[src/common/drive_word_pkg.sv]
// Package for the drive parameter and control word decoder.
// Assumes a single 100 MHz clock and AHB-Lite register access.
package drive_word_pkg;
   // Register byte offsets
   localparam logic [7:0] OFS_CTRL = 8'h00;
   localparam logic [7:0] OFS_MSG_IDENT = 8'h04;
   localparam logic [7:0] OFS_MSG_INDEX = 8'h08;
   localparam logic [7:0] OFS_MSG_VALUE = 8'h0c;
   localparam logic [7:0] OFS_MSG_PROC = 8'h10;
   localparam logic [7:0] OFS_MSG_LEN = 8'h14;
   localparam logic [7:0] OFS_COMMIT = 8'h18;
   localparam logic [7:0] OFS_REPLY_VALUE = 8'h1c;
   localparam logic [7:0] OFS_REPLY_PROC = 8'h20;
   localparam logic [7:0] OFS_CMD_STATUS = 8'h24;
   localparam logic [7:0] OFS_PARAM_DATA = 8'h28;
   localparam logic [7:0] OFS_PARAM_TYPE = 8'h2c;
   localparam logic [7:0] OFS_FAULT_CODE = 8'h30;
   // Reset values
   localparam logic [31:0] RST_CTRL = 32'h0000_0000;
   localparam logic [31:0] RST_ZERO = 32'h0000_0000;
   // Field positions in the control register
   localparam int CTRL_NATIVE_BIT = 0;
   // Native message profile value
   localparam logic [7:0] PROFILE_NATIVE = 8'h01;
   // Control word bit positions
   localparam int CW_PRESET_LO = 0;
   localparam int CW_PRESET_HI = 1;
   localparam int CW_DC_BRAKE = 2;
   localparam int CW_COAST = 3;
   localparam int CW_QSTOP = 4;
   localparam int CW_FREEZE = 5;
   localparam int CW_START = 6;
   localparam int CW_RESET = 7;
   localparam int CW_JOG = 8;
   localparam int CW_RAMP2 = 9;
   localparam int CW_VALID = 10;
   // Parameter command codes
   localparam logic [3:0] CMD_NONE = 4'h0;
   localparam logic [3:0] CMD_READ = 4'h1;
   localparam logic [3:0] CMD_WR_WORD = 4'h2;
   localparam logic [3:0] CMD_WR_DWORD = 4'h3;
   localparam logic [3:0] CMD_WR_EE_DWORD = 4'hd;
   localparam logic [3:0] CMD_WR_EE_WORD = 4'he;
   localparam logic [3:0] CMD_TEXT = 4'hf;
   // Reply codes
   localparam logic [3:0] RSP_WORD = 4'h1;
   localparam logic [3:0] RSP_DWORD = 4'h2;
   localparam logic [3:0] RSP_FAIL = 4'h7;
   localparam logic [3:0] RSP_TEXT = 4'hf;
   // Data type codes
   localparam logic [3:0] DT_INT16 = 4'h3;
   localparam logic [3:0] DT_INT32 = 4'h4;
   localparam logic [3:0] DT_UINT8 = 4'h5;
   localparam logic [3:0] DT_UINT16 = 4'h6;
   localparam logic [3:0] DT_UINT32 = 4'h7;
   localparam logic [3:0] DT_TEXT = 4'h9;
   // Conversion indices
   localparam logic signed [7:0] CONV_X100 = 8'sh02;
   localparam logic signed [7:0] CONV_X10 = 8'sh01;
   localparam logic signed [7:0] CONV_X1 = 8'sh00;
   localparam logic signed [7:0] CONV_MIN = -8'sd5;
   localparam logic signed [7:0] CONV_TENTH = 8'sh49;
   // Fault report values
   localparam logic [31:0] FAULT_TYPE = 32'h0000_0005;
   localparam logic [31:0] FAULT_NOPARAM = 32'h0000_0000;
   // Fault code range for error log entries
   localparam logic [7:0] FAULT_CODE_MIN = 8'h01;
   localparam logic [7:0] FAULT_CODE_MAX = 8'h63;
   // AHB transfer type
   localparam logic [1:0] HTRANS_NONSEQ = 2'h2;
endpackage : drive_word_pkg

[src/logic/drive_word_decoder.sv]
// Decoder for the parameter and process block of a drive control message.
// Assumes a framing block has already checked the message and writes its
// fields here over AHB-Lite, then commits it with one write.
//
// Chosen here: the AHB-Lite register port and the address map.
`timescale 1ns/1ps
module drive_word_decoder
   import drive_word_pkg::*;
(
   // Clock and reset
   input wire logic mclk,
   input wire logic rstn,
   // AHB-Lite slave
   input wire logic hsel,
   input wire logic [7:0] haddr,
   input wire logic [1:0] htrans,
   input wire logic hwrite,
   input wire logic [2:0] hsize,
   input wire logic [31:0] hwdata,
   input wire logic hready,
   output logic [31:0] hrdata,
   output logic hreadyout,
   output logic hresp,
   // Drive inputs
   input wire logic [7:0] msg_profile,
   input wire logic [15:0] status_word,
   input wire logic [15:0] out_freq,
   input wire logic [7:0] fault_log_code,
   // Decoded commands
   output logic [1:0] preset_sel,
   output logic dc_brake,
   output logic coast,
   output logic quick_stop,
   output logic freeze,
   output logic ramp_stop,
   output logic start_ok,
   output logic trip_reset,
   output logic jog,
   output logic ramp2,
   output logic [15:0] reference
);

   // Bus phase capture
   logic wr_pend_ff;
   logic rd_pend_ff;
   logic [7:0] addr_ff;
   logic [31:0] msg_ident_ff;
   logic [31:0] msg_index_ff;
   logic [31:0] msg_value_ff;
   logic [31:0] msg_proc_ff;
   logic [7:0] msg_len_ff;
   logic [31:0] param_data_ff;
   logic [7:0] param_type_ff;
   logic [31:0] reply_value_ff;
   logic [31:0] reply_proc_ff;
   logic [3:0] reply_code_ff;
   logic text_write_ff;
   logic [7:0] text_len_ff;
   logic [15:0] cw_ff;
   logic cw_bit7_prev_ff;
   logic trip_reset_ff;
   logic ctrl_native_ff;
   logic commit_stb;
   logic addr_ok;

   assign addr_ok = hsel && hready && htrans == HTRANS_NONSEQ;
   assign hreadyout = 1'b1;
   assign hresp = 1'b0;

   // Address phase capture
   always_ff @(posedge mclk or negedge rstn) begin
      if (!rstn) begin
         wr_pend_ff <= 1'b0;
         rd_pend_ff <= 1'b0;
         addr_ff <= 8'h00;
      end else begin
         wr_pend_ff <= addr_ok && hwrite && hsize == 3'h2;
         rd_pend_ff <= addr_ok && !hwrite;
         if (addr_ok) begin
            addr_ff <= haddr;
         end
      end
   end

   assign commit_stb = wr_pend_ff && addr_ff == OFS_COMMIT;

   // Message field registers written by software, four-byte value
   always_ff @(posedge mclk or negedge rstn) begin
      if (!rstn) begin
         ctrl_native_ff <= RST_CTRL[CTRL_NATIVE_BIT];
         msg_ident_ff <= RST_ZERO;
         msg_index_ff <= RST_ZERO;
         msg_value_ff <= RST_ZERO;
         msg_proc_ff <= RST_ZERO;
         msg_len_ff <= RST_ZERO[7:0];
         param_data_ff <= RST_ZERO;
         param_type_ff <= RST_ZERO[7:0];
      end else if (wr_pend_ff) begin
         unique case (addr_ff)
            OFS_CTRL: ctrl_native_ff <= hwdata[CTRL_NATIVE_BIT];
            OFS_MSG_IDENT: msg_ident_ff <= hwdata;
            OFS_MSG_INDEX: msg_index_ff <= hwdata;
            OFS_MSG_VALUE: msg_value_ff <= hwdata;
            OFS_MSG_PROC: msg_proc_ff <= hwdata;
            OFS_MSG_LEN: msg_len_ff <= hwdata[7:0];
            OFS_PARAM_DATA: param_data_ff <= hwdata;
            OFS_PARAM_TYPE: param_type_ff <= hwdata[7:0];
            default: ;
         endcase
      end
   end

   // Parameter command handling on commit
   logic [3:0] cmd;
   logic [3:0] dtype;
   logic type_ok;
   assign cmd = msg_ident_ff[15:12];
   assign dtype = param_type_ff[3:0];
   // Supported types only
   assign type_ok = dtype inside {DT_INT16, DT_INT32, DT_UINT8, DT_UINT16, DT_UINT32, DT_TEXT};

   always_ff @(posedge mclk or negedge rstn) begin
      if (!rstn) begin
         reply_value_ff <= RST_ZERO;
         reply_code_ff <= CMD_NONE;
         text_write_ff <= 1'b0;
         text_len_ff <= 8'h00;
      end else if (commit_stb) begin
         // Value passes as raw integer; scaling is by conversion index
         if (!type_ok) begin
            reply_code_ff <= RSP_FAIL;
            reply_value_ff <= FAULT_TYPE;
         end else if (cmd == CMD_TEXT) begin
            // Text op direction from index, length from length field
            reply_code_ff <= RSP_TEXT;
            text_write_ff <= msg_index_ff[8];
            text_len_ff <= msg_len_ff;
            reply_value_ff <= param_data_ff;
         end else if (cmd == CMD_READ) begin
            // Current value returned, incoming value ignored
            if (msg_index_ff[7:0] != 8'h00) begin
               // Error log entry, clamp to fault code range
               reply_value_ff <= {24'h0, (fault_log_code < FAULT_CODE_MIN) ? FAULT_CODE_MIN :
                  (fault_log_code > FAULT_CODE_MAX) ? FAULT_CODE_MAX : fault_log_code};
            end else begin
               reply_value_ff <= param_data_ff;
            end
            reply_code_ff <= (dtype == DT_INT32 || dtype == DT_UINT32) ? RSP_DWORD : RSP_WORD;
         end else if (cmd inside {CMD_WR_WORD, CMD_WR_DWORD, CMD_WR_EE_DWORD, CMD_WR_EE_WORD}) begin
            // New value taken from the message
            reply_value_ff <= msg_value_ff;
            reply_code_ff <= (cmd == CMD_WR_WORD || cmd == CMD_WR_EE_WORD) ? RSP_WORD : RSP_DWORD;
         end else begin
            reply_code_ff <= CMD_NONE;
            reply_value_ff <= FAULT_NOPARAM;
         end
      end
   end

   // Reply process words: status then frequency
   always_ff @(posedge mclk or negedge rstn) begin
      if (!rstn) begin
         reply_proc_ff <= RST_ZERO;
      end else if (commit_stb) begin
         reply_proc_ff <= {status_word, out_freq};
      end
   end

   // Control word latch: native profile, valid bit, commit only
   logic cw_take;
   assign cw_take = commit_stb && msg_profile == PROFILE_NATIVE && msg_proc_ff[16 + CW_VALID];

   always_ff @(posedge mclk or negedge rstn) begin
      if (!rstn) begin
         cw_ff <= 16'h0000;
      end else if (cw_take) begin
         cw_ff <= msg_proc_ff[31:16];
      end
   end

   // Reference word follows control word
   always_ff @(posedge mclk or negedge rstn) begin
      if (!rstn) begin
         reference <= 16'h0000;
      end else if (cw_take) begin
         reference <= msg_proc_ff[15:0];
      end
   end

   // Trip reset on 0 to 1 of bit 7 only
   always_ff @(posedge mclk or negedge rstn) begin
      if (!rstn) begin
         cw_bit7_prev_ff <= 1'b0;
         trip_reset_ff <= 1'b0;
      end else begin
         trip_reset_ff <= 1'b0;
         if (cw_take) begin
            cw_bit7_prev_ff <= msg_proc_ff[16 + CW_RESET];
            trip_reset_ff <= msg_proc_ff[16 + CW_RESET] && !cw_bit7_prev_ff;
         end
      end
   end
   assign trip_reset = trip_reset_ff;

   // Decoded commands, outputs from control word register
   assign preset_sel = cw_ff[CW_PRESET_HI:CW_PRESET_LO];
   assign dc_brake = !cw_ff[CW_DC_BRAKE];
   assign coast = !cw_ff[CW_COAST];
   // Quick stop is a stop too, so a frozen output ignores it
   assign quick_stop = !cw_ff[CW_QSTOP] && cw_ff[CW_FREEZE];
   assign freeze = !cw_ff[CW_FREEZE];
   // Freeze masks ramp stop; coast and brake still act
   assign ramp_stop = !cw_ff[CW_START] && cw_ff[CW_FREEZE];
   assign start_ok = cw_ff[CW_START] && cw_ff[CW_COAST];
   assign jog = cw_ff[CW_JOG];
   assign ramp2 = cw_ff[CW_RAMP2];

   // Read data
   always_comb begin
      hrdata = 32'h0000_0000;
      if (rd_pend_ff) begin
         unique case (addr_ff)
            OFS_CTRL: hrdata = {31'h0, ctrl_native_ff};
            OFS_MSG_IDENT: hrdata = msg_ident_ff;
            OFS_MSG_INDEX: hrdata = msg_index_ff;
            OFS_MSG_VALUE: hrdata = msg_value_ff;
            OFS_MSG_PROC: hrdata = msg_proc_ff;
            OFS_MSG_LEN: hrdata = {24'h0, msg_len_ff};
            OFS_REPLY_VALUE: hrdata = reply_value_ff;
            OFS_REPLY_PROC: hrdata = reply_proc_ff;
            OFS_CMD_STATUS: hrdata = {15'h0, text_write_ff, text_len_ff, 4'h0, reply_code_ff};
            OFS_PARAM_DATA: hrdata = param_data_ff;
            OFS_PARAM_TYPE: hrdata = {24'h0, param_type_ff};
            OFS_FAULT_CODE: hrdata = {16'h0, cw_ff};
            default: hrdata = 32'h0000_0000;
         endcase
      end
   end

   // Assertions
   a_ignore_invalid: assert property (@(posedge mclk) disable iff (!rstn)
      commit_stb && !msg_proc_ff[16 + CW_VALID] |=> $stable(cw_ff))
      else $error("control word changed though invalid");
   a_profile_gate: assert property (@(posedge mclk) disable iff (!rstn)
      commit_stb && msg_profile != PROFILE_NATIVE |=> $stable(cw_ff))
      else $error("control word changed in other profile");
   a_no_partial: assert property (@(posedge mclk) disable iff (!rstn)
      !commit_stb |=> $stable(cw_ff))
      else $error("control word changed without commit");
   a_reset_edge: assert property (@(posedge mclk) disable iff (!rstn)
      trip_reset |=> !trip_reset)
      else $error("trip reset longer than one cycle");
   a_reset_cause: assert property (@(posedge mclk) disable iff (!rstn)
      trip_reset |-> cw_ff[CW_RESET] && !$past(cw_ff[CW_RESET]))
      else $error("trip reset without rising bit");
   a_fault_range: assert property (@(posedge mclk) disable iff (!rstn)
      commit_stb && type_ok && cmd == CMD_READ && msg_index_ff[7:0] != 8'h00
      |=> reply_value_ff >= 32'd1 && reply_value_ff <= 32'd99)
      else $error("fault code out of range");
   a_read_value: assert property (@(posedge mclk) disable iff (!rstn)
      commit_stb && type_ok && cmd == CMD_READ && msg_index_ff[7:0] == 8'h00
      |=> reply_value_ff == $past(param_data_ff))
      else $error("read reply not current value");
   a_bad_type: assert property (@(posedge mclk) disable iff (!rstn)
      commit_stb && !type_ok |=> reply_code_ff == RSP_FAIL)
      else $error("unsupported type accepted");
   a_text_len: assert property (@(posedge mclk) disable iff (!rstn)
      commit_stb && type_ok && cmd == CMD_TEXT |=> text_len_ff == $past(msg_len_ff))
      else $error("text length not taken");
   a_freeze_hold: assert property (@(posedge mclk) disable iff (!rstn)
      !cw_ff[CW_FREEZE] |-> !ramp_stop && !quick_stop)
      else $error("ramp stop while frozen");
   a_brake_dec: assert property (@(posedge mclk) disable iff (!rstn)
      dc_brake == !cw_ff[CW_DC_BRAKE] && coast == !cw_ff[CW_COAST])
      else $error("brake or coast decode wrong");
endmodule : drive_word_decoder

[config.mk]
export PLATFORM = sky130hd
export DESIGN_NAME = drive_word_decoder
export DESIGN_NICKNAME = d
export VERILOG_FILES = /design/src/common/drive_word_pkg.sv /design/src/logic/drive_word_decoder.sv
export SDC_FILE = /design/constraint.sdc
export NUM_CORES = 1
export LEC_CHECK = 0
export ABC_AREA = 1
export BUFFER_PORTS_ARGS = -buffer_cell sky130_fd_sc_hd__buf_2
export CAP_MARGIN = 0
export CORE_UTILIZATION = 43
export CTS_BUF_LIST = sky130_fd_sc_hd__clkbuf_4 sky130_fd_sc_hd__clkbuf_8
export CTS_CLUSTER_DIAMETER = 30
export CTS_CLUSTER_SIZE = 14
export DETAILED_ROUTE_END_ITERATION = 8
export PLACE_DENSITY = 0.6
export SLEW_MARGIN = 30
export SYNTH_ARGS = -nofsm -noshare
export SYNTH_HDL_FRONTEND = slang
export SYNTH_SLANG_ARGS = --single-unit
[constraint.sdc]
create_clock -name mclk -period 4.4 [get_ports mclk]
set_clock_uncertainty 0.05 [all_clocks]
set_input_delay 0.88 -clock mclk [delete_from_list [all_inputs] [get_ports mclk]]
set_output_delay 0.88 -clock mclk [all_outputs]
set_load 0.02 [all_outputs]
# ---- Word-level counts from Yosys, hierarchy flattened
# Cells that the tools add are included.
dict set report word_totals {
  reg_bits 298
  latchBits 0
  mem_bits_rw 0
  mem_bits_ro 0
  inputBits 98
  output_inout_bits 61
  word_cells 99
  n_memories 0
}
dict set report classes {
  add_sub_neg 0
  n_mul 0
  div 0
  magnitude_cmp 2
  eq_ne 27
  n_shift 0
  mux 16
  bitwise 0
  n_reduce_logical 34
}
# cell n
set ops {}
lappend ops {{$pmux W32 S12} 1}
lappend ops {{$mux W32} 6}
lappend ops {{$eq A8 B6 Y1 const B} 5}
lappend ops {{$eq A8 B5 Y1 const B} 4}
lappend ops {{$eq A4 B3 Y1 const B} 4}
lappend ops {{$eq A4 B4 Y1 const B} 4}
lappend ops {{$eq A8 B4 Y1 const B} 2}
lappend ops {{$mux W8} 2}
lappend ops {{$reduce_and A2 Y1} 8}
lappend ops {{$eq A4 B2 Y1 const B} 3}
lappend ops {{$logic_and A1 B1 Y1} 12}
lappend ops {{$eq A8 B1 Y1 const B} 1}
lappend ops {{$eq A8 B3 Y1 const B} 1}
lappend ops {{$gt A8 B7 Y1 const B} 1}
lappend ops {{$logic_not A8 Y1} 1}
lappend ops {{$lt A8 B1 Y1 const B} 1}
lappend ops {{$mux W2} 4}
lappend ops {{$mux W4} 2}
lappend ops {{$reduce_bool A8 Y1} 1}
lappend ops {{$logic_not A1 Y1} 7}
lappend ops {{$reduce_bool A6 Y1} 1}
lappend ops {{$eq A4 B1 Y1 const B} 1}
lappend ops {{$reduce_bool A4 Y1} 1}
lappend ops {{$eq A3 B2 Y1 const B} 1}
lappend ops {{other kinds (4)} 5}

# ---- Depth between registers and ports, before layout
# Gate-level depths: netlist (run 1).
dict set report logic_depth {
  word_depth 7
  depth_mapped 11
  mapped_depth_nobuf 10
}

# ---- Worst setup path before layout (run 1)
# OpenSTA, ideal clock, no wires.
dict set report synth_timing {
  kind {reg-to-output}
  from {register addr_ff[1]}
  to {output port hrdata[22]}
  arrival_ns 1.678
  required_time_ns 3.470
  path_slack_ns 1.792
  stages_incl_launch_ff 9
  n_path_buf 1
  path_cell_list {dfrtp_1 -> nor2_1 -> nand2_1 -> nor2_1 -> clkbuf_1 -> nand2_1 -> o21ai_0 -> nor2_1 -> a21oi_1}
}
dict set report synth_between {
  elab_chain_cells 3
  elab_cells_between_ends 14
  cone_classes {eq/ne (11); mux (2); reduce/logical (1)}
}
# element line
set synth_rtl {}
lappend synth_rtl {{start: declaration} drive_word_decoder.sv:46} ;# logic [7:0] addr_ff;
lappend synth_rtl {{start signal: assignment} drive_word_decoder.sv:80} ;# addr_ff <= haddr;
lappend synth_rtl {{$eq A8 B6 Y1, or another cell as far along} drive_word_decoder.sv:222} ;# unique case (addr_ff)
lappend synth_rtl {{$pmux W32 S12 (*)} drive_word_decoder.sv:222}
lappend synth_rtl {{$mux W32 (*)} drive_word_decoder.sv:221} ;# if (rd_pend_ff) begin
lappend synth_rtl {{end: declaration} drive_word_decoder.sv:21} ;# output logic [31:0] hrdata,
# Mark *: on every way between the ends. The rest lies on a longest branch, timed or not.

# ---- Worst setup path in the final report (run 1)
dict set report layout_timing {
  from {register addr_ff[1]}
  to {output port hrdata[8]}
}
# The elaborated chain is that of the path after synthesis.

==> results of run 1 <==
final timing paths:
path / start / endpoint / slack [ps] / depth (start not counted)
worst max-delay path: addr_ff[1] / hrdata[8] / 550 / 9
worst min-delay path: rstn / rd_pend_ff / 210 / 1
worst max register to register: addr_ff[6] / text_len_ff[7] / 1540 / 10
worst min register to register: cw_ff[10] / cw_ff[10] / 400 / 2
max in group asynchronous: rstn / msg_len_ff[4] / 3060 / 2
min in group mclk: hsize[0] / wr_pend_ff / 380 / 2
cell usage in the layout (no fill, tap or decap), drive strengths merged:
| cell type | Yosys | final |
|---|---|---|
| nand2 | 616 | 616 |
| dfrtp | 297 | 297 |
| nor2 | 295 | 295 |
| o21ai | 238 | 238 |
| inv | 184 | 190 |
| buf | 56 | 187 |
| nand3 | 153 | 153 |
| clkbuf | 46 | 93 |
| a21oi | 58 | 58 |
| clkinv | 1 | 16 |
| bufinv | 0 | 9 |
| clkinvlp | 0 | 9 |
| nand4 | 8 | 8 |
| nor3 | 4 | 4 |
| nor4b | 2 | 2 |
| nand3b | 2 | 2 |
| conb | 2 | 2 |
| and3 | 1 | 1 |
| o21bai | 1 | 1 |
| o22a | 1 | 1 |
state kept, by name, summed over array words and instances, names as in the netlist, 4 cells and up:
signal and flops:
addr_ff 8, cw_ff 16, msg_ident_ff 32, msg_index_ff 32, msg_len_ff 8, msg_proc_ff 32
msg_value_ff 32, param_data_ff 32, param_type_ff 8, reference 16, reply_code_ff 4, reply_proc_ff 32
reply_value_ff 32, text_len_ff 8
power by group through the flow:
stage / Combinational, mW / Clock [mW] / Sequential, mW
floorplan: 0.0904 / 0 / 2.81
global placement: 0.242 / 0 / 2.81
detailed placement: 0.244 / 0 / 2.81
CTS: 0.246 / 3.98 / 2.76
global route: 0.272 / 4.11 / 2.76
finish: 0.244 / 3.92 / 2.76
layout make-up:
| cell class | count | area (um^2) | share of cell area (%) |
|---|---|---|---|
| flip-flops and latches | 297 | 7432 | 42.65 |
| multi-input cells | 1381 | 5944 | 34.11 |
| clock buffers | 93 | 1249 | 7.166 |
| repair buffers | 187 | 1049 | 6.017 |
| inverters | 185 | 694.4 | 3.985 |
| well taps | 442 | 553.0 | 3.174 |
| clock inverters | 39 | 504.2 | 2.894 |
metal layers:
layer	global-route usage [%]	vias up	wire [um]
met3	5.459	115	4254
met5	0	-	0
met2	42.24	650	20380
met4	11.28	0	1586
met1	41.05	6360	21360
li1	-	6507	-
per-stage QoR:
stage	utilization, %	hold WS [ps]	cell area, um^2
2_1_floorplan	-	372.7	14530
3_3_place_gp	47.69	385.7	15670
3_5_place_dp	47.69	392.7	15670
4_1_cts	53.02	273.1	17430
5_1_grt	53.02	286.4	17430
6_report	53.02	209.0	17430
kinds of logic (layout without fill, tap and decap cells):
family                 after synthesis  in the layout  synth area share [%]
AO/OA/AOI/OAI                      298            298                 10.56
buffers and inverters              287            504                 8.041
flip-flops                         297            297                 51.14
other                                2              2               0.05168
AND/OR/NAND/NOR                   1081           1081                 30.20
worst max-delay path, delay by kind of cell (launching register included):
| kind | cells | cell delay, ps |
|---|---|---|
| AOI/OAI and AO/OA | 2 | 510 |
| and+or+nand+nor | 4 | 790 |
| DFF | 1 | 380 |
| buffers and inverters | 3 | 620 |
synthesized netlist by cell type (all sizes together):
library cell / instances / share of area [%]
o22a: 1 / 0.060
o21bai: 1 / 0.052
nand4: 8 / 0.45
nor2: 295 / 8.0
a21oi: 58 / 2.0
nand3: 153 / 5.3
conb: 2 / 0.052
inv: 184 / 4.8
and3: 1 / 0.043
clkinv: 1 / 0.026
dfrtp: 297 / 51
nand3b: 2 / 0.10
o21ai: 238 / 8.5
nand2: 616 / 16
nor4b: 2 / 0.12
nor3: 4 / 0.21
buf: 56 / 2.1
clkbuf: 46 / 1.2
==> flow_summary.toml, run 1 <==
[pwr]
switching_share_pct = 24.11
power_density_mw_per_mm2 = 397.4
switching_power_mw = 1.669
power.sequential.fraction_pct = 39.9
internal_power_mw = 5.255
irDropWorstVdd_uv = 241.2
p_total_mw = 6.925
power.clock.fraction_pct = 56.6
power.combinational.fraction_pct = 3.5
leakage_nw = 9.452

[layout]
n_antenna_cell = 0
finish.cell_count_without_fillers = 2624
nFillCells = 3255
post_route_cells_drive_above_1_share_pct = 16.45
final_nets = 2222
flow.area_growth_from_synthesis_pct = 19.91

[clock_tree]
cts_hold_repair.buffers = 0
numCtsBuffers = 72
cts-htree-levels = 3
cts_buffer_depth = 3
clkSlewWorstSetupHoldPaths_ps = 60
postCtsSetupBuffers = 0
clock-sinks = 297
clock_insertion_delay_worst_skew_ps = 610
tritoncts = "built"
postCtsResizedCells = 0
cts.root.buffer_cell = "clkbuf_8"

[routing]
drt_iter0_drc = 1326
vias = 13632
number_of_vias_per_cell_after_detailed_routing = 5.195
dr_drc_count = 0
avgRoutedWirePerCell_um = 18.13
drtAntennaViolNets = 0
drt_pass1_iterations = 5
detail_route.wirelength_um = 47580

[floorplan]
rows = 66
dieArea_mm2 = 0.03454
initial_core_util_pct = 44.22
fp.dieW_um = 185.8
boundaryPins = 159
chipHeight_um = 185.8
placeableCoreArea_mm2 = 0.03287

[synthesis]
synth_cell_type_count = 29
number_of_synthesized_register_bits = 297
synth_cells = 1965
synth.cell_area_mm2 = 0.01453
synth.yosys.warnings = 0
synth-seq-area-share_pct = 51.14
synth_fp_nets = 2063
syn_avg_cell_area_um2 = 7.396

[sta]
worst_slew_margin_rel_pct = 31.39
tightestPinTransition_ps = 1023
post-route-worst-setup-slack_ps = 553.0
final.min_clock_period_ps = 3847
period_share_pct = 87.43
setup_viol = 0
slew_viol_final = 0
grt_setup_unrepaired = "no"
hold_viol_final = 0
timing.setup.tns_ps = 0
fmax_mhz = 259.9

[worst_setup_path]
cp.required_ps = 3470
slowest_library_cell_on_the_worst_path = "nand2_1"
path_class = "flop to output pin"
critical_path.max_stage_delay_ps = 430
crit_path_start_kind = "flop"
critical-path-top-cell-by-count = "nand2_1"
critical_path.max_fanout = 24
cp_cell_sequence = "inv_1 > nand2_1 > nor2_4 > buf_4 > nand2_1 > o21ai_0 > nor2_1 > a21oi_1 > buf_2"
endpoint_kind = "output pin"
worst_ep_arrival_time_ps = 2920

[outcome]
outcome = "complete, no violations"

[grt]
pin_count_of_the_biggest_net_entering_global_routing = 97
grtUsageTotal_pct = 28.55
grt_antenna_before_repair = 0
globalRoute.totalOverflow = 0
grt_first_pass_wirelength_um = 74170
number_of_global_route_vias_before_repair = 12880

[min_path]
worst_min_delay_path_class = "input port to asynchronous set/reset pin"

[place]
finalWeightedCongestion = 0.8959
place.detailed.hpwl_um = 31350
post-place-cells = 2492
pre_cts_setup_slack_ps = 1199
portBuffers = 156

[flow_run]
max_capacitance_violation_count = 0
Power figures use the tool's default switching activity.
==> run 2, diff against run 1 <==
--- a/config.mk
+++ b/config.mk
@@ -10,8 +10,8 @@
 export CAP_MARGIN = 0
-export CORE_UTILIZATION = 43
+export CORE_UTILIZATION = 47
 export CTS_BUF_LIST = sky130_fd_sc_hd__clkbuf_4 sky130_fd_sc_hd__clkbuf_8
-export CTS_CLUSTER_DIAMETER = 30
+export CTS_CLUSTER_DIAMETER = 150
 export CTS_CLUSTER_SIZE = 14
 export DETAILED_ROUTE_END_ITERATION = 8
-export PLACE_DENSITY = 0.6
+export PLACE_DENSITY = 0.64
 export SLEW_MARGIN = 30
==> constraint.sdc (replaced) <==
create_clock -name mclk -period 4.4 [get_ports mclk]
set_clock_uncertainty 0.05 [all_clocks]
set_input_delay 0 -clock mclk [delete_from_list [all_inputs] [get_ports mclk]]
set_output_delay 0 -clock mclk [all_outputs]
set_load 0.02 [all_outputs]
==> flow_summary.toml, run 2 (synthesized netlist as in run 1, its figures left out) <==
[pwr]
power.sequential.fraction_pct = 61.4
power.combinational.fraction_pct = 6.7
switching_share_pct = 24.92
irDropWorstVdd_uv = 247.7
power_density_mw_per_mm2 = 266.6
switching_power_mw = 1.118
power.clock.fraction_pct = 31.9
internal_power_mw = 3.368
leakage_nw = 9.130

[sta]
fmax_mhz = 311.9
worst_hold_slack_ps = 44.82
slew_viol_final = 0
period_share_pct = 72.86
grt_setup_unrepaired = "no"
hold_viol_final = 0
tightestPinTransition_ps = 1024
worst_slew_margin_rel_pct = 31.63
setup_viol = 0
final.min_clock_period_ps = 3206
timing.setup.tns_ps = 0

[routing]
drtAntennaViolNets = 0
drt_pass1_iterations = 5
drt_iter0_drc = 1133
dr_drc_count = 0
number_of_vias_per_cell_after_detailed_routing = 5.307
avgRoutedWirePerCell_um = 18.01
vias = 13564
detail_route.wirelength_um = 46040

[layout]
final-seq-area_mm2 = 0.007432
n_antenna_cell = 0
post_route_cells_drive_above_1_share_pct = 11.48
nFillCells = 2920
final_nets = 2259
final_cell_mix = "nand2_1 (607), dfrtp_1 (297), nor2_1 (282)"
most_common_cell_after_layout_fill_and_taps_aside = "nand2_1"
flow.area_growth_from_synthesis_pct = 15.80
multi_input_comb_area_mm2 = 0.005952

[worst_setup_path]
endpoint_kind = "output pin"
r2r_setup_slack_ps = 1570
r2r_end = "reply_value_ff[8]"
worst_setup_path_endpoint = "hrdata[11]"
cp.required_ps = 4350
worst_ep_arrival_time_ps = 3160
path_class = "flop to output pin"
crit_path_start_kind = "flop"
rr_worst_depth = 10
regToRegStartpoint = "addr_ff[0]"
critical_path.max_fanout = 14
timing.critical_path.from = "addr_ff[6]"

[min_path]
worst_min_delay_path_class = "input port to asynchronous set/reset pin"

[clock_tree]
clkSlewWorstSetupHoldPaths_ps = 90
clock_insertion_delay_worst_skew_ps = 570
cts-htree-levels = 1
clock-sinks = 297
cts_hold_repair.buffers = 91
tritoncts = "built"
cts_buffer_depth = 3
postCtsSetupBuffers = 0
numCtsBuffers = 25
postCtsResizedCells = 0
cts.root.buffer_cell = "clkbuf_8"

[floorplan]
rows = 64
fp.dieW_um = 177.8
placeableCoreArea_mm2 = 0.03051
initial_core_util_pct = 47.63
dieArea_mm2 = 0.03163
chipHeight_um = 177.8
boundaryPins = 159

[grt]
globalRoute.totalOverflow = 0
grt_first_pass_wirelength_um = 71200
number_of_global_route_vias_before_repair = 12499
grtUsageTotal_pct = 29.56
pin_count_of_the_biggest_net_entering_global_routing = 109
grt_antenna_before_repair = 0

[outcome]
outcome = "complete, no violations"

[place]
place.detailed.hpwl_um = 30240
finalWeightedCongestion = 0.9067
portBuffers = 156

[flow_run]
max_capacitance_violation_count = 0
-- run 2: layout make-up --
cell class	instances	share of cell area [%]
Clock buffer	25	2.045
Clock inverter	1	0.09665
Inverter	185	4.126
Multi-Input combinational cell	1381	35.37
Sequential cell	297	44.16
Tap cell	396	2.944
Timing Repair Buffer	271	11.26
-- run 2: power by group through the flow --
stage          Clock, mW  Sequential (mW)  Combinational, mW
6_report            1.43             2.76              0.302
5_1_grt             1.56             2.76              0.335
3_5_place_dp           0             2.81              0.241
4_1_cts             1.45             2.76              0.301
2_1_floorplan          0             2.81             0.0904
3_3_place_gp           0             2.81              0.238
-- run 2: worst max-delay path, stage by stage, from the launching register on --
cell and delay (ps):
dfrtp_1 390, inv_1 80, nand2_1 120, nor2_2 310
nand2_1 550, inv_1 420, nand2_1 150, nand2_1 90
nor2_1 40, a21oi_1 200, buf_2 210
-- run 2: metal layers --
layer | GRT usage (%) | up-vias | part of all wire [%]
li1 | - | 6516 | -
met1 | 41.91 | 6413 | 44
met2 | 45.61 | 554 | 44
met3 | 5.463 | 81 | 8.5
met4 | 9.615 | 0 | 3.2
met5 | 0 | - | 0
-- run 2: worst min path at each step --
stage | startpoint | to | slack (ps)
finish | rstn | reply_proc_ff[6] | 40
CTS | fault_log_code[7] | reply_value_ff[2] | 20
global placement | rstn | reference[5] | 80
detailed placement | rstn | reply_proc_ff[6] | 80
floorplan | rstn | addr_ff[0] | -350
global route | rstn | reply_proc_ff[6] | 100
-- run 2: stage by stage --
stage          area [um^2]  power [mW]  utilization [%]  worst slack (ps)  cells
2_1_floorplan        14530       2.898                -              2672   1965
3_3_place_gp         15550       3.046            50.98              1550   2439
3_5_place_dp         15560       3.051            50.99              1604   2439
4_1_cts              16830       4.511            55.16              1166   2556
5_1_grt              16830       4.651            55.16              1062   2556
6_report             16830       4.487            55.16              1194   2556
==> run 3, diff against run 2 <==
- clock period: 4.4 -> 3.1 ns (I/O delays scaled with it)
==> flow_summary.toml, run 3 (synthesized netlist as in run 1, its figures left out) <==
[outcome]
outcome = "complete, no violations"

[grt]
grt_first_pass_wirelength_um = 71190
grtUsageTotal_pct = 29.73
grt_antenna_before_repair = 0
globalRouteMet2Util_pct = 45.44
grt_use_met1_pct = 43.26
globalRoute.totalOverflow = 0
number_of_global_route_vias_before_repair = 12649
pin_count_of_the_biggest_net_entering_global_routing = 73
grt_busiest_layer = "met2"
grt_util_met3_pct = 4.777

[clock_tree]
numCtsBuffers = 25
clock-sinks = 297
cts.root.buffer_cell = "clkbuf_8"
cts_buffer_depth = 3
cts-htree-levels = 1
tritoncts = "built"
clock_insertion_delay_worst_skew_ps = 580
clkSlewWorstSetupHoldPaths_ps = 90

[layout]
finish.cell_count_without_fillers = 2572
post_route_cells_drive_above_1_share_pct = 11.95
final_cell_mix = "nand2_1 (606), dfrtp_1 (297), nor2_1 (283)"
final_nets = 2275
nFillCells = 2886
flow.area_growth_from_synthesis_pct = 17.06
n_antenna_cell = 0
final_cell_area_mm2 = 0.01701
most_common_cell_after_layout_fill_and_taps_aside = "nand2_1"

[sta]
grt_setup_unrepaired = "no"
period_share_pct = 95.41
hold_viol_final = 0
timing.setup.tns_ps = 0
fmax_mhz = 338.1
setup_viol = 0
slew_viol_final = 0
final.min_clock_period_ps = 2958
tightestPinTransition_ps = 929.9
worst_hold_slack_ps = 38.11
worst_slew_margin_rel_pct = 37.94
post-route-worst-setup-slack_ps = 142.3

[routing]
drtAntennaViolNets = 0
avgRoutedWirePerCell_um = 17.98
drt_pass1_iterations = 6
vias = 13746
drt_iter0_drc = 1325
number_of_vias_per_cell_after_detailed_routing = 5.344
detail_route.wirelength_um = 46240
dr_drc_count = 0

[place]
place.detailed.hpwl_um = 30430
portBuffers = 156
finalWeightedCongestion = 0.9083
post-place-cells = 2453
pre_cts_setup_slack_ps = 673.4
post_dp_cell_area_mm2 = 0.01572

[worst_setup_path]
critical_path.max_fanout = 15
path_class = "flop to output pin"
worst_ep_arrival_time_ps = 2910
crit_path_start_kind = "flop"
endpoint_kind = "output pin"
cp.required_ps = 3050

[floorplan]
fp.dieW_um = 177.8
rows = 64
placeableCoreArea_mm2 = 0.03051
dieArea_mm2 = 0.03163
boundaryPins = 159
chipHeight_um = 177.8
initial_core_util_pct = 47.63

[pwr]
power_density_mw_per_mm2 = 375.3
leakage_nw = 9.201
irDropWorstVdd_uv = 241.7

[min_path]
worst_min_delay_path_class = "input port to flop"

[flow_run]
max_capacitance_violation_count = 0
-- run 3: changes by cell type in the layout (fill, tap and decap cells not counted), sizes merged --
cell and change:
buf +14, clkinv +1, dlygate4sd3 +2, inv -1
-- run 3: where the power goes --
| group | leakage (nW) | internal (mW) | switching [mW] | total (mW) |
|---|---|---|---|---|
| combinational | 6.02 | 0.164 | 0.274 | 0.438 |
| sequential | 2.99 | 3.89 | 0.0199 | 3.91 |
| clock | 0.187 | 0.732 | 1.30 | 2.04 |
-- run 3: metrics by stage --
stage / power, mW / utilization, %
after global placement: 4.332 / 51.52
after floorplan: 4.113 / -
after CTS: 6.423 / 55.75
after detailed placement: 4.337 / 51.52
final: 6.384 / 55.76
after global routing: 6.605 / 55.76
-- run 3: metal layers --
metal | vias to the layer above | share of wire (%)
met5 | - | 0
met4 | 0 | 2.9
met3 | 77 | 8.9
met2 | 613 | 43
met1 | 6497 | 45
li1 | 6559 | -
-- run 3: layout make-up --
| type | instances | area (um^2) | share of cell area (%) |
|---|---|---|---|
| flip-flops and latches | 297 | 7432 | 43.69 |
| multi-input cells | 1381 | 5947 | 34.96 |
| repair buffers | 287 | 2082 | 12.24 |
| inverters | 185 | 694.4 | 4.082 |
| well taps | 396 | 495.5 | 2.913 |
| clock buffers | 25 | 344.1 | 2.023 |
| clock inverters | 1 | 16.27 | 0.09562 |
-- run 3: what timing repair did --
item                                    4_1_cts  5_1_grt
hold endpoints to repair                    499        0
hold buffers                                 93        0
setup buffers                                 0        0
endpoints found under the setup margin        0        3
gates resized for setup                       0        1
-- run 3: final timing paths --
path,slack [ps],end,depth (start not counted),startpoint
min in group asynchronous,480,reply_proc_ff[6],3,rstn
max,140,hrdata[28],9,addr_ff[7]
max in group asynchronous,1040,msg_len_ff[5],4,rstn
min,40,rd_pend_ff,3,htrans[1]
min reg2reg,410,cw_ff[10],2,cw_ff[10]
max reg2reg,510,reply_value_ff[4],7,msg_ident_ff[15]
-- run 3: critical path: stages (launching register included) --
cell and delay, ps:
dfrtp_1 400, nor2_2 160, nand3_1 260, nor2_4 500
buf_4 340, nand2_1 80, o21ai_0 80, nor2_1 60
a21oi_1 210, buf_2 220
